<file path="src/verilog/ccppwm_pkg.sv">
package ccppwm_pkg;
    // Register word offsets (byte addresses on the bus)
    localparam logic [3:0] ADDR_CTRL = 4'h0;
    localparam logic [3:0] ADDR_DUTYL = 4'h4;
    localparam logic [3:0] ADDR_DUTYH = 4'h8;
    localparam logic [3:0] ADDR_PERIOD = 4'hc;
    localparam logic [3:0] ADDR_TCTRL = 4'h0;
    localparam logic [3:0] ADDR_PINSEL = 4'h4;
    localparam logic [1:0] BANK_MAIN = 2'h0;
    localparam logic [1:0] BANK_AUX = 2'h1;
    // Control register fields
    localparam int CTRL_STEER_HI = 7;
    localparam int CTRL_STEER_LO = 6;
    localparam int CTRL_DLSB_HI = 5;
    localparam int CTRL_DLSB_LO = 4;
    // Mode select codes: PWM is 11xx
    localparam logic [1:0] MODE_PWM_TOP = 2'h3;
    // Timer control fields
    localparam int TCTRL_ON = 2;
    // Prescale select 0..3 -> 1,4,16,64
    localparam logic [1:0] PRE_1 = 2'h0;
    // Reset values
    localparam logic [7:0] RST_CTRL = 8'h00;
    localparam logic [7:0] RST_DUTY = 8'h00;
    localparam logic [7:0] RST_PERIOD = 8'hff;
    localparam logic [7:0] RST_TCTRL = 8'h00;
    localparam logic [7:0] RST_PINSEL = 8'h00;
    // Pin select width (one relocation bit per module)
    localparam int NUM_MOD = 4;

    // Wishbone request carrier
    typedef struct packed {
        logic cyc;
        logic stb;
        logic we;
        logic [5:0] adr;
        logic [7:0] dat;
    } ccppwm_req_type;
endpackage : ccppwm_pkg

</file>
<file path="src/verilog/ccppwm_top.sv">
// What this block does
// - Timing runs only while system clock runs
// - PWM mode drives waveform, 10-bit resolution
// - Period, duty via period/timer/duty/control regs
// - Control written zero releases output pin
// - Outputs stay on primary pins; pin selection register has no write path
// - High level is on, width in steps
// - Duty zero low, full duty high
// - Resolution equals steps per period
// - Control: steer 7:6, duty lsb 5:4, mode 3:0
// - Steering bits only in enhanced instances
// - Unimplemented bits read zero
// - All four instances share one engine; only the steering bits differ
// - Period match clears timer, sets pin, latches duty
// - Pin clears when time base equals latched duty
//
// Register access over Wishbone and the address map were left to the implementer.
module ccppwm_top (
    // Clock and reset
    input wire logic clk_i,
    input wire logic rst_i,
    // Wishbone slave
    input wire logic cyc_i,
    input wire logic stb_i,
    input wire logic we_i,
    input wire logic [5:0] adr_i,
    input wire logic [3:0] sel_i,
    input wire logic [31:0] dat_i,
    output logic [31:0] dat_o,
    output logic ack_o,
    // Port latch and direction bits per module (port function)
    input wire logic [3:0] port_latch_i,
    input wire logic [3:0] port_direction_bit_i,
    // Primary and alternate pin drive per module
    output logic [3:0] pin_pri_o,
    output logic [3:0] pin_pri_oe_o,
    output logic [3:0] pin_alt_o,
    output logic [3:0] pin_alt_oe_o
);
    // Steering bits exist only in the first two (enhanced) instances
    localparam logic [3:0] ENHANCED = 4'h3;
    // Plain instances read zero in the steering bit positions

    // Per-module registers
    logic [7:0] ctrl_q [4]; // Module control
    logic [7:0] dutyl_q [4]; // Duty low byte
    logic [7:0] dutyh_q [4]; // Latched duty high byte
    logic [1:0] dlat_q [4]; // Latched two lsbs
    logic [7:0] period_q [4]; // Timer period
    logic [7:0] tctrl_q [4]; // Timer control
    logic [7:0] tmr_q [4]; // Period timer count
    logic [7:0] pre_q [4]; // Prescaler and sub-step count
    logic [3:0] out_q; // Compare output latches
    logic [3:0] pinsel_q; // Relocation select
    logic ack_q; // Bus answer, one cycle long
    logic [31:0] rdat_q; // Read data held until the next read
    logic [3:0] pin_pri_q; // Primary pin value
    logic [3:0] pin_pri_oe_q; // Primary pin driver enable
    logic [3:0] pin_alt_q; // Alternate pin value
    logic [3:0] pin_alt_oe_q; // Alternate pin driver enable

    // Synchronised pin-side inputs
    logic [3:0] latch_s1_q; // Port latch, first stage
    logic [3:0] latch_s2_q; // Port latch, second stage
    logic [3:0] dir_s1_q; // Direction bits, first stage
    logic [3:0] dir_s2_q; // Direction bits, second stage

    // Address decode
    logic acc; // New request this cycle
    logic wr; // Accepted write with the low byte lane enabled
    logic [1:0] idx; // Module addressed by the upper bits
    assign acc = cyc_i & stb_i & ~ack_q;
    assign wr = acc & we_i & sel_i[0];
    assign idx = adr_i[5:4];

    // Prescale terminal count from select field
    // One timer step is four clocks times the prescale (1, 4, 16, 64)
    function automatic logic [7:0] pre_max(input logic [1:0] s);
        unique case (s)
            2'h0: pre_max = 8'd3;
            2'h1: pre_max = 8'd15;
            2'h2: pre_max = 8'd63;
            2'h3: pre_max = 8'd255;
        endcase
    endfunction

    // Two time-base bits below the timer: one per prescaled clock
    function automatic logic [1:0] sub_step(input logic [1:0] s,
                                            input logic [7:0] p);
        unique case (s)
            2'h0: sub_step = p[1:0];
            2'h1: sub_step = p[3:2];
            2'h2: sub_step = p[5:4];
            2'h3: sub_step = p[7:6];
        endcase
    endfunction

    // Module is in PWM mode
    function automatic logic is_pwm(input logic [7:0] c);
        is_pwm = (c[3:2] == ccppwm_pkg::MODE_PWM_TOP);
    endfunction

    // Two-flop synchronisers for pin-domain inputs
    // Pin inputs change at any time; only the second stage is read
    always_ff @(posedge clk_i) begin
        latch_s1_q <= port_latch_i;
        latch_s2_q <= latch_s1_q;
        dir_s1_q <= port_direction_bit_i;
        dir_s2_q <= dir_s1_q;
    end

    // Wishbone ack: one cycle per request
    // Ack blocks a new take, so a held request is answered every other cycle
    always_ff @(posedge clk_i) begin
        if (rst_i) begin
            ack_q <= 1'b0;
        end else begin
            // Answer the cycle after the request is taken
            ack_q <= acc;
        end
    end

    // Register map layout: words 0..15, 4 per module (control, duty low,
    // word 2 timer control or latched duty, period); no pin select word.
    // adr_i is a word index here shifted by 2 in byte space.
    logic [3:0] word;
    assign word = adr_i[5:2];

    // Per-module register writes and PWM engine
    genvar g;
    generate
        // Same engine for all four modules
        for (g = 0; g < 4; g++) begin : gmod
            logic sel_mod; // This module's words are addressed
            logic match_period; // Last clock of the period
            logic step_end; // Last clock of a timer step
            logic clr_match; // Time base reaches the latched duty
            logic [7:0] pre_next; // Prescaler after this clock
            logic [7:0] tmr_next; // Timer after this clock
            logic [9:0] tbase_next; // Time base after this clock
            logic [1:0] psel; // Prescale select
            // Module block is words 4g..4g+3 in main bank
            assign sel_mod = (adr_i[5:4] == 2'(g));
            assign psel = tctrl_q[g][1:0];
            assign step_end = (pre_q[g] == pre_max(psel));
            assign match_period = (tmr_q[g] == period_q[g]) & step_end;
            // Next prescaler and timer values; timer clears after match
            assign pre_next = step_end ? 8'h00 : 8'(pre_q[g] + 8'h01);
            assign tmr_next = match_period ? 8'h00 :
                step_end ? 8'(tmr_q[g] + 8'h01) : tmr_q[g];
            // Ten-bit time base: timer above two prescaled sub-steps
            assign tbase_next = {tmr_next, sub_step(psel, pre_next)};
            // Looking one clock ahead lets the registered latch fall
            // exactly as the time base reaches the duty value
            assign clr_match =
                (tbase_next == {dutyh_q[g], dlat_q[g]});

            // Software-written registers
            always_ff @(posedge clk_i) begin
                if (rst_i) begin
                    // Control cleared, period at its maximum
                    ctrl_q[g] <= ccppwm_pkg::RST_CTRL;
                    dutyl_q[g] <= ccppwm_pkg::RST_DUTY;
                    period_q[g] <= ccppwm_pkg::RST_PERIOD;
                end else if (wr && sel_mod) begin
                    // Word 0 control, 1 duty low, 3 period
                    unique case (adr_i[3:2])
                        2'h0: begin
                            // Steering bits absent in plain instances
                            ctrl_q[g] <= ENHANCED[g] ? dat_i[7:0] :
                                {2'b00, dat_i[5:0]};
                        end
                        2'h1: dutyl_q[g] <= dat_i[7:0];
                        2'h3: period_q[g] <= dat_i[7:0];
                        // Word 2 writes reach the timer control below
                        default: ;
                    endcase
                end
            end

            // Timer control lives in word 2 of each module block
            // The aux-bank path is unused in this register map
            always_ff @(posedge clk_i) begin
                if (rst_i) begin
                    // Timer stopped, prescale 1:1
                    tctrl_q[g] <= ccppwm_pkg::RST_TCTRL;
                end else if (wr && word == 4'(12 + g) && 1'b0) begin
                    tctrl_q[g] <= dat_i[7:0];
                end else if (wr && sel_mod && adr_i[3:2] == 2'h2 &&
                             !is_pwm(ctrl_q[g])) begin
                    // Outside PWM, word 2 is the timer control
                    tctrl_q[g] <= {5'h00, dat_i[2:0]};
                end
            end

            // Timer, prescaler; stops when clock stops (sleep)
            // With no clock nothing counts and the pin holds its level
            always_ff @(posedge clk_i) begin
                if (rst_i) begin
                    // Count restarts from zero
                    tmr_q[g] <= 8'h00;
                    pre_q[g] <= 8'h00;
                end else if (tctrl_q[g][ccppwm_pkg::TCTRL_ON]) begin
                    // Period runs from zero up to the period register
                    tmr_q[g] <= tmr_next;
                    pre_q[g] <= pre_next;
                end
            end

            // Duty double buffer latched at period end
            // Duty may be written any time; the engine sees it only
            // at the period boundary, so a pulse is never cut short
            always_ff @(posedge clk_i) begin
                if (rst_i) begin
                    // Latched duty starts at zero
                    dutyh_q[g] <= ccppwm_pkg::RST_DUTY;
                    dlat_q[g] <= 2'b00;
                end else if (tctrl_q[g][ccppwm_pkg::TCTRL_ON] &&
                             match_period) begin
                    dutyh_q[g] <= dutyl_q[g];
                    dlat_q[g] <= ctrl_q[g][ccppwm_pkg::CTRL_DLSB_HI:
                                           ccppwm_pkg::CTRL_DLSB_LO];
                end
            end

            // Output latch: set at period start, clear on duty match
            // Low after reset or a cleared control until the first period ends
            always_ff @(posedge clk_i) begin
                if (rst_i || ctrl_q[g] == 8'h00) begin
                    // Reset or a cleared control forces the latch low
                    out_q[g] <= 1'b0;
                end else if (tctrl_q[g][ccppwm_pkg::TCTRL_ON]) begin
                    if (match_period) begin
                        // Zero duty never sets the pin
                        out_q[g] <= ({dutyl_q[g],
                            ctrl_q[g][5:4]} != 10'h000);
                    end else if (clr_match) begin
                        // Period match wins; a duty past the last time-base value is never matched, so the pin stays high
                        out_q[g] <= 1'b0;
                    end
                end
            end
        end
    endgenerate

    // Relocation select: no write path in this map, so it stays
    // at its reset value and the primary pins carry the outputs
    always_ff @(posedge clk_i) begin
        if (rst_i) begin
            // Primary location after reset
            pinsel_q <= ccppwm_pkg::RST_PINSEL[3:0];
        end else if (wr && word == 4'hf && 1'b0) begin
            pinsel_q <= dat_i[3:0];
        end else if (wr && adr_i[5:2] == 4'h2 && 1'b0) begin
            pinsel_q <= dat_i[3:0];
        end
    end

    // Read data mux; unmapped and reserved bits read zero
    always_ff @(posedge clk_i) begin
        if (rst_i) begin
            // Nothing to show before the first read
            rdat_q <= 32'h0000_0000;
        end else if (acc && !we_i) begin
            unique case (adr_i[3:2])
                // Upper bytes always zero; word 2 shows the latched duty
                2'h0: rdat_q <= {24'h000000, ctrl_q[idx]};
                2'h1: rdat_q <= {24'h000000, dutyl_q[idx]};
                2'h2: rdat_q <= {24'h000000, dutyh_q[idx]};
                default: rdat_q <= {24'h000000, period_q[idx]};
            endcase
        end
    end

    // Pin steering: PWM drives the selected pin if direction is output
    // All drivers stay off through reset, as ports start as inputs
    always_ff @(posedge clk_i) begin
        if (rst_i) begin
            pin_pri_q <= 4'h0;
            pin_pri_oe_q <= 4'h0;
            pin_alt_q <= 4'h0;
            pin_alt_oe_q <= 4'h0;
        end else begin
            // One flop after the engine and the synchronisers
            for (int i = 0; i < 4; i++) begin
                // Owned pin shows PWM, released pin shows port latch
                pin_pri_q[i] <= (is_pwm(ctrl_q[i]) && !pinsel_q[i]) ?
                    out_q[i] : latch_s2_q[i];
                pin_alt_q[i] <= (is_pwm(ctrl_q[i]) && pinsel_q[i]) ?
                    out_q[i] : latch_s2_q[i];
                // Driver enabled only with direction bit cleared
                pin_pri_oe_q[i] <= !dir_s2_q[i] && !pinsel_q[i];
                pin_alt_oe_q[i] <= !dir_s2_q[i] && pinsel_q[i];
            end
        end
    end

    // Every output comes straight from its flip-flop
    assign ack_o = ack_q;
    assign dat_o = rdat_q;
    assign pin_pri_o = pin_pri_q;
    assign pin_pri_oe_o = pin_pri_oe_q;
    assign pin_alt_o = pin_alt_q;
    assign pin_alt_oe_o = pin_alt_oe_q;
endmodule // ccppwm_top

</file>
<file path="config.mk">
export PLATFORM = sky130hd
export DESIGN_NAME = ccppwm_top
export DESIGN_NICKNAME = d
export VERILOG_FILES = /design/src/verilog/ccppwm_pkg.sv /design/src/verilog/ccppwm_top.sv
export SDC_FILE = /design/constraint.sdc
export NUM_CORES = 1
export LEC_CHECK = 0
export BUFFER_PORTS_ARGS = -buffer_cell sky130_fd_sc_hd__buf_2
export CAP_MARGIN = 20
export CORE_AREA = 2 2 176 178
export DETAILED_ROUTE_END_ITERATION = 12
export DIE_AREA = 0 0 178 180
export PLACE_DENSITY = 0.67
export SKIP_CTS_REPAIR_TIMING = 1
export SYNTH_ARGS = -nofsm -noshare
export SYNTH_HDL_FRONTEND = slang
export SYNTH_SLANG_ARGS = --single-unit
</file>
<file path="constraint.sdc">
create_clock -name clk_i -period 2.85 [get_ports clk_i]
set_input_delay 0.285 -clock clk_i [delete_from_list [all_inputs] [get_ports clk_i]]
set_output_delay 0.285 -clock clk_i [all_outputs]
set_load 0.1 [all_outputs]
</file>
; Word-level counts from Yosys, hierarchy flattened
; Memory sizes are Yosys's and may differ from the RTL's.
; Index checks and enable logic that the tools add are counted.
[word_totals]
register_bits = 65
latchBits = 0
ramBits = 212
mem_bits_ro = 0
elab_cells = 298
memories = 8
[memory_table]
columns = name, words, width, read_ports, rd_ports_with_merged_regs, wr, line
row1 = ctrl_q, 4, 8, 5, 0, 4, ccppwm_top.sv:45  ; logic [7:0] ctrl_q [4];
row2 = dutyh_q, 4, 8, 5, 0, 4, ccppwm_top.sv:47  ; logic [7:0] dutyh_q [4];
row3 = dutyl_q, 4, 8, 5, 0, 4, ccppwm_top.sv:46  ; logic [7:0] dutyl_q [4];
row4 = period_q, 4, 8, 5, 0, 4, ccppwm_top.sv:49  ; logic [7:0] period_q [4];
row5 = pre_q, 4, 8, 4, 0, 4, ccppwm_top.sv:52  ; logic [7:0] pre_q [4];
row6 = tmr_q, 4, 8, 4, 0, 4, ccppwm_top.sv:51  ; logic [7:0] tmr_q [4];
row7 = 2 more memories, -, -, -, -, -, -
[op_classes]
add_sub_neg = 8
mul = 0
div = 0
n_lt_le_gt_ge = 0
eq_ne = 34
shifts = 0
muxes = 142
bitwise = 41
reduce_logical = 52
[ops]
columns = op, count
row1 = 2-to-1 mux 8 bit, 36
row2 = one-hot mux 8 bit (4 select lines), 4
row3 = 2-to-1 mux 1 bit, 89
row4 = adder 8 x 1 -> 8 bit (second input constant), 8
row5 = == test 8 bit, 8
row6 = == test 10 bit, 4
row7 = nonzero test 10 bit, 4
row8 = == test 2 bit (second input constant), 16
row9 = logical NOT 8 bit, 4
row10 = OR 1 bit, 32
row11 = one-hot mux 2 bit (4 select lines), 4
row12 = one-hot mux 8 bit (3 select lines), 1
row13 = logical AND 1 bit, 17
row14 = == test 2 x 1 -> 1 bit (second input constant), 6
row15 = logical NOT 2 bit, 6
row16 = 2-to-1 mux 3 bit, 4
row17 = logical NOT 1 bit, 9
row18 = AND 1 bit, 8
row19 = 2-to-1 mux 2 bit, 4
row20 = AND reduction 2 bit, 4
row21 = nonzero test 2 bit, 4
row22 = logical OR 1 bit, 4
row23 = inverter 1 bit, 1

; Longest topological paths before layout
[logic_depth]
depth_word = 11
depth_mapped = 11
mapped_depth_nobuf = 9

; Worst setup path before layout
; Ideal clock, no wire load.
[synth_path]
path_type = reg-to-reg
start = mem pre_q[3][3]
end = reg out_q[3]
setup_ps = 135
arrival_time_ps = 2408
path_slack_ps = 307
stages_incl_launch_ff = 9
period_less_slack_ps = 2543
cell_sequence = edfxtp_1 -> or4_4 -> a21boi_4 -> o21ai_4 -> nor3_4 -> xnor2_1 -> mux2_4 -> a2111oi_4 -> a31oi_1
[synth_rtl]
columns = element, line
row1 = start: declaration, ccppwm_top.sv:52
row2 = end signal: indexed assignment, ccppwm_top.sv:235  ; out_q[g] <= ({dutyl_q[g],
row3 = end: declaration, ccppwm_top.sv:53  ; logic [3:0] out_q;

==> impl_metrics.csv <==
group,metric,value,unit
placement,gp_congestion,0.9410,
synthesis,yosysSeqAreaShare,52.53,%
placement,dpl_cell_area,0.01426,mm^2
synthesis,synth-compound-area-share,9.897,%
floorplan,start_util,44.56,%
pwr,p_total,8.698,mW
synthesis,yosys.area_share.simple,20.13,%
placement,hpwlAfterDp,25420,um
timing,finalMaxSlewViolations,0,
synthesis,synth_edf_count,208,
status,status,"complete, no violations",
pwr,p_per_area,567.7,mW/mm^2
floorplan,die_w,178,um
setup_path,reg2regPathDepth,9,
setup_path,critPathMaxFanout,6,
floorplan,die_h,180,um
pwr,ir_drop,0.4412,mV
route,wl,35080,um
synthesis,synthArstFlopShare,0,%
global_routing,grt_pass1_vias,9127,
pwr,switchingPower,2.209,mW
worst_hold_path,hp-class,"in -> reg",
floorplan,dieArea,0.03204,mm^2
clocking,cts_tree,"yes",
setup_path,worstPathRequired,3.25,ns
route,dr.pass1.iters,5,
worst_hold_path,hp-start,"stb_i",
setup_path,endpoint_kind,"flip-flop",
setup_path,path_cells,"or4_4 -> a21boi_4 -> o21ai_4 -> buf_4 -> nor3_4 -> xnor2_1 -> mux2_4 -> a2111oi_4 -> a31oi_1",
setup_path,worst_setup_path_start_kind,"flip-flop",
global_routing,grt_max_degree,40,
timing,finalHoldViolations,0,
synthesis,yosysWarnings,0,
pwr,p_seq_share,48.7,%
synthesis,synthFlopType,"edfxtp_1",
pwr,power.share.clock,40.8,%
timing,finalCriticalPeriod,2.745,ns
cells_and_area,finalInstanceArea,0.01532,mm^2
clocking,root_buffer,"clkbuf_16",
timing,skew,0.01147,ns
clocking,h-tree-depth,1,
route,vias,9676,
cells_and_area,mostFrequentLayoutCells,"edfxtp_1, nor2_1, and2_1",
route,avgRoutedWirePerCell,20.80,um
setup_path,worstPathArrival,3.14,ns
timing,setup_tns,0,ns
setup_path,r2r_start,"tctrl_q[3][0]",
synthesis,synth_adder_area_share,0.7441,%
worst_hold_path,hold_path_end,"ack_o",
cells_and_area,syn_to_final_growth,13.91,%
synthesis,synthMuxAreaShare,6.976,%
clocking,clk_path_buf_depth,3,
setup_path,cp_slowest_cell,"or4_4",
synthesis,synth-xor-area-share,5.860,%
cells_and_area,final_common_cell,"edfxtp_1",
clocking,numCtsBuffers,26,
flow_run,drv_cap,0,
setup_path,r2r-end,"out_q[3]",
floorplan,coreArea,0.03019,mm^2
cells_and_area,nNetsFinal,1333,
floorplan,rows,64,
timing,rsz0062_at_grt,"no",
timing,slew_headroom,44.38,%
timing,finalSetupViolations,0,
cells_and_area,drive_gt1_share,17.05,%
pwr,swShare,25.40,%
timing,worstMarginPinSlew,0.8343,ns
route,drtIter0Drc,853,
clocking,clk_pin_slew,0.06,ns
global_routing,overflow,0,
synthesis,syn-cell-area,0.01345,mm^2
global_routing,grt_pass1_wl,53580,um
setup_path,crit_type,"reg -> reg",
global_routing,antenna_found_initial,0,
synthesis,ys_ff_latch,249,
pwr,leakagePower,5.432,nW
worst_hold_path,hold_depth,3,
placement,io_buffers,46,
pwr,internal-power,6.489,mW
synthesis,syn_avg_cell_area,11.32,um^2
synthesis,synth_top_family_by_area,"simple AND/OR/NAND/NOR gates",
setup_path,reg2reg_setup_slack,0.11,ns
route,final_antenna_net_count,0,
cells_and_area,diodes,0,
timing,timing.hold.ws,0.2291,ns
pwr,combPwrFrac,10.5,%
floorplan,ios,104,
clocking,clock_latency,0.53,ns
synthesis,synth.distinct_cells,80,
timing,max_freq,0.3643,GHz
route,drc,0,
setup_path,cp_slowest_stage_delay,0.52,ns
cells_and_area,fin_util,50.75,%
synthesis,synthCells,1188,
timing,final.period_utilization,96.31,%
route,vias_per_cell,5.739,
clocking,clkSinkCount,249,
global_routing,grt_use_total,21.87,%
==> worst max-delay path, delay by kind of cell, from the launching register on <==
kind	cells	cell delay (ns)
AOI/OAI and AO/OA	4	0.74
xor gates and xnor gates	1	0.22
buffers and inverters	1	0.16
DFF	1	0.44
and+or+nand+nor	2	0.70
muxes	1	0.35
==> cell type report <==
type | count | area [um^2]
fillers | 2659 | 14870
clock buffers | 41 | 875.8
flip-flops and latches | 249 | 7067
well taps | 396 | 495.5
repair buffers | 111 | 750.7
inverters | 20 | 75.07
clock inverters | 7 | 45.04
multi-input cells | 862 | 6013
==> worst max path at each step <==
stage	startpoint	to	cells past startpoint
2_1_floorplan	pre_q[3][3]	out_q[3]	8
3_3_place_gp	tctrl_q[2][1]	out_q[2]	8
3_5_place_dp	tctrl_q[3][0]	out_q[3]	8
4_1_cts	tctrl_q[2][1]	out_q[2]	8
5_1_grt	tmr_q[2][3]	out_q[2]	8
6_report	tctrl_q[3][0]	out_q[3]	9
==> metal layers <==
layer	vias to the layer above	GRT usage [%]	share of wire, %
met1	4687	31.61	43
met2	405	34.23	46
met4	0	6.361	3.0
li1	4520	-	-
met5	-	0	0
met3	64	3.173	7.6
==> cell usage after synthesis (10+ instances only) <==
master / number / area (um^2)
a21oi_1: 49 / 245.2
and2_1: 91 / 569.3
xnor2_1: 45 / 394.1
xor2_1: 45 / 394.1
edfxtp_1: 208 / 6246
nand2_1: 63 / 236.5
nor2_1: 101 / 379.1
or2_2: 16 / 100.1
nand2b_1: 39 / 244.0
nor3_1: 18 / 90.09
buf_2: 10 / 50.05
buf_4: 28 / 210.2
a21o_1: 15 / 112.6
o21bai_1: 10 / 75.07
nor4_1: 24 / 150.1
nand4_1: 13 / 81.33
a31oi_1: 10 / 62.56
mux4_2: 37 / 833.3
nand3_1: 38 / 190.2
nor2b_1: 22 / 137.6
clkbuf_1: 44 / 165.2
dfxtp_1: 41 / 820.8
a211oi_1: 10 / 75.07
inv_1: 20 / 75.07
o21ai_0: 31 / 155.2
and3_1: 35 / 219.0
==> through the flow <==
step | std cells | setup WS (ns)
2_1_floorplan | 1215 | 0.3067
5_1_grt | 1686 | 0.0005576
3_3_place_gp | 1628 | 0.1570
4_1_cts | 1676 | 0.05016
6_report | 1686 | 0.1052
3_5_place_dp | 1628 | 0.07080
==> sequential cells by signal (all words and copies together) (netlist names), 8 cells and up <==
signal and flops:
dat_o 8, tctrl_q 12, period_q 32, dutyh_q 32, pre_q 32, ctrl_q 28, dutyl_q 32, dlat_q 8
tmr_q 32
==> power groups by stage <==
stage | clock (mW) | combinational [mW] | sequential (mW)
finish | 3.55 | 0.913 | 4.24
global route | 3.74 | 0.975 | 4.25
CTS | 3.60 | 0.894 | 4.24
detailed placement | 0 | 0.890 | 4.31
global placement | 0 | 0.879 | 4.31
floorplan | 0 | 0.639 | 4.33
==> kinds of logic (layout without fill, tap and decap cells) <==
group	Yosys count	in the layout
buffers and inverters	104	179
DFF	249	249
AOI/OAI and AO/OA	191	191
other	1	28
and+or+nand+nor	498	498
adders and majority gates	8	8
muxes	47	47
xor gates and xnor gates	90	90
No activity file was read; power rests on OpenSTA's default activity.
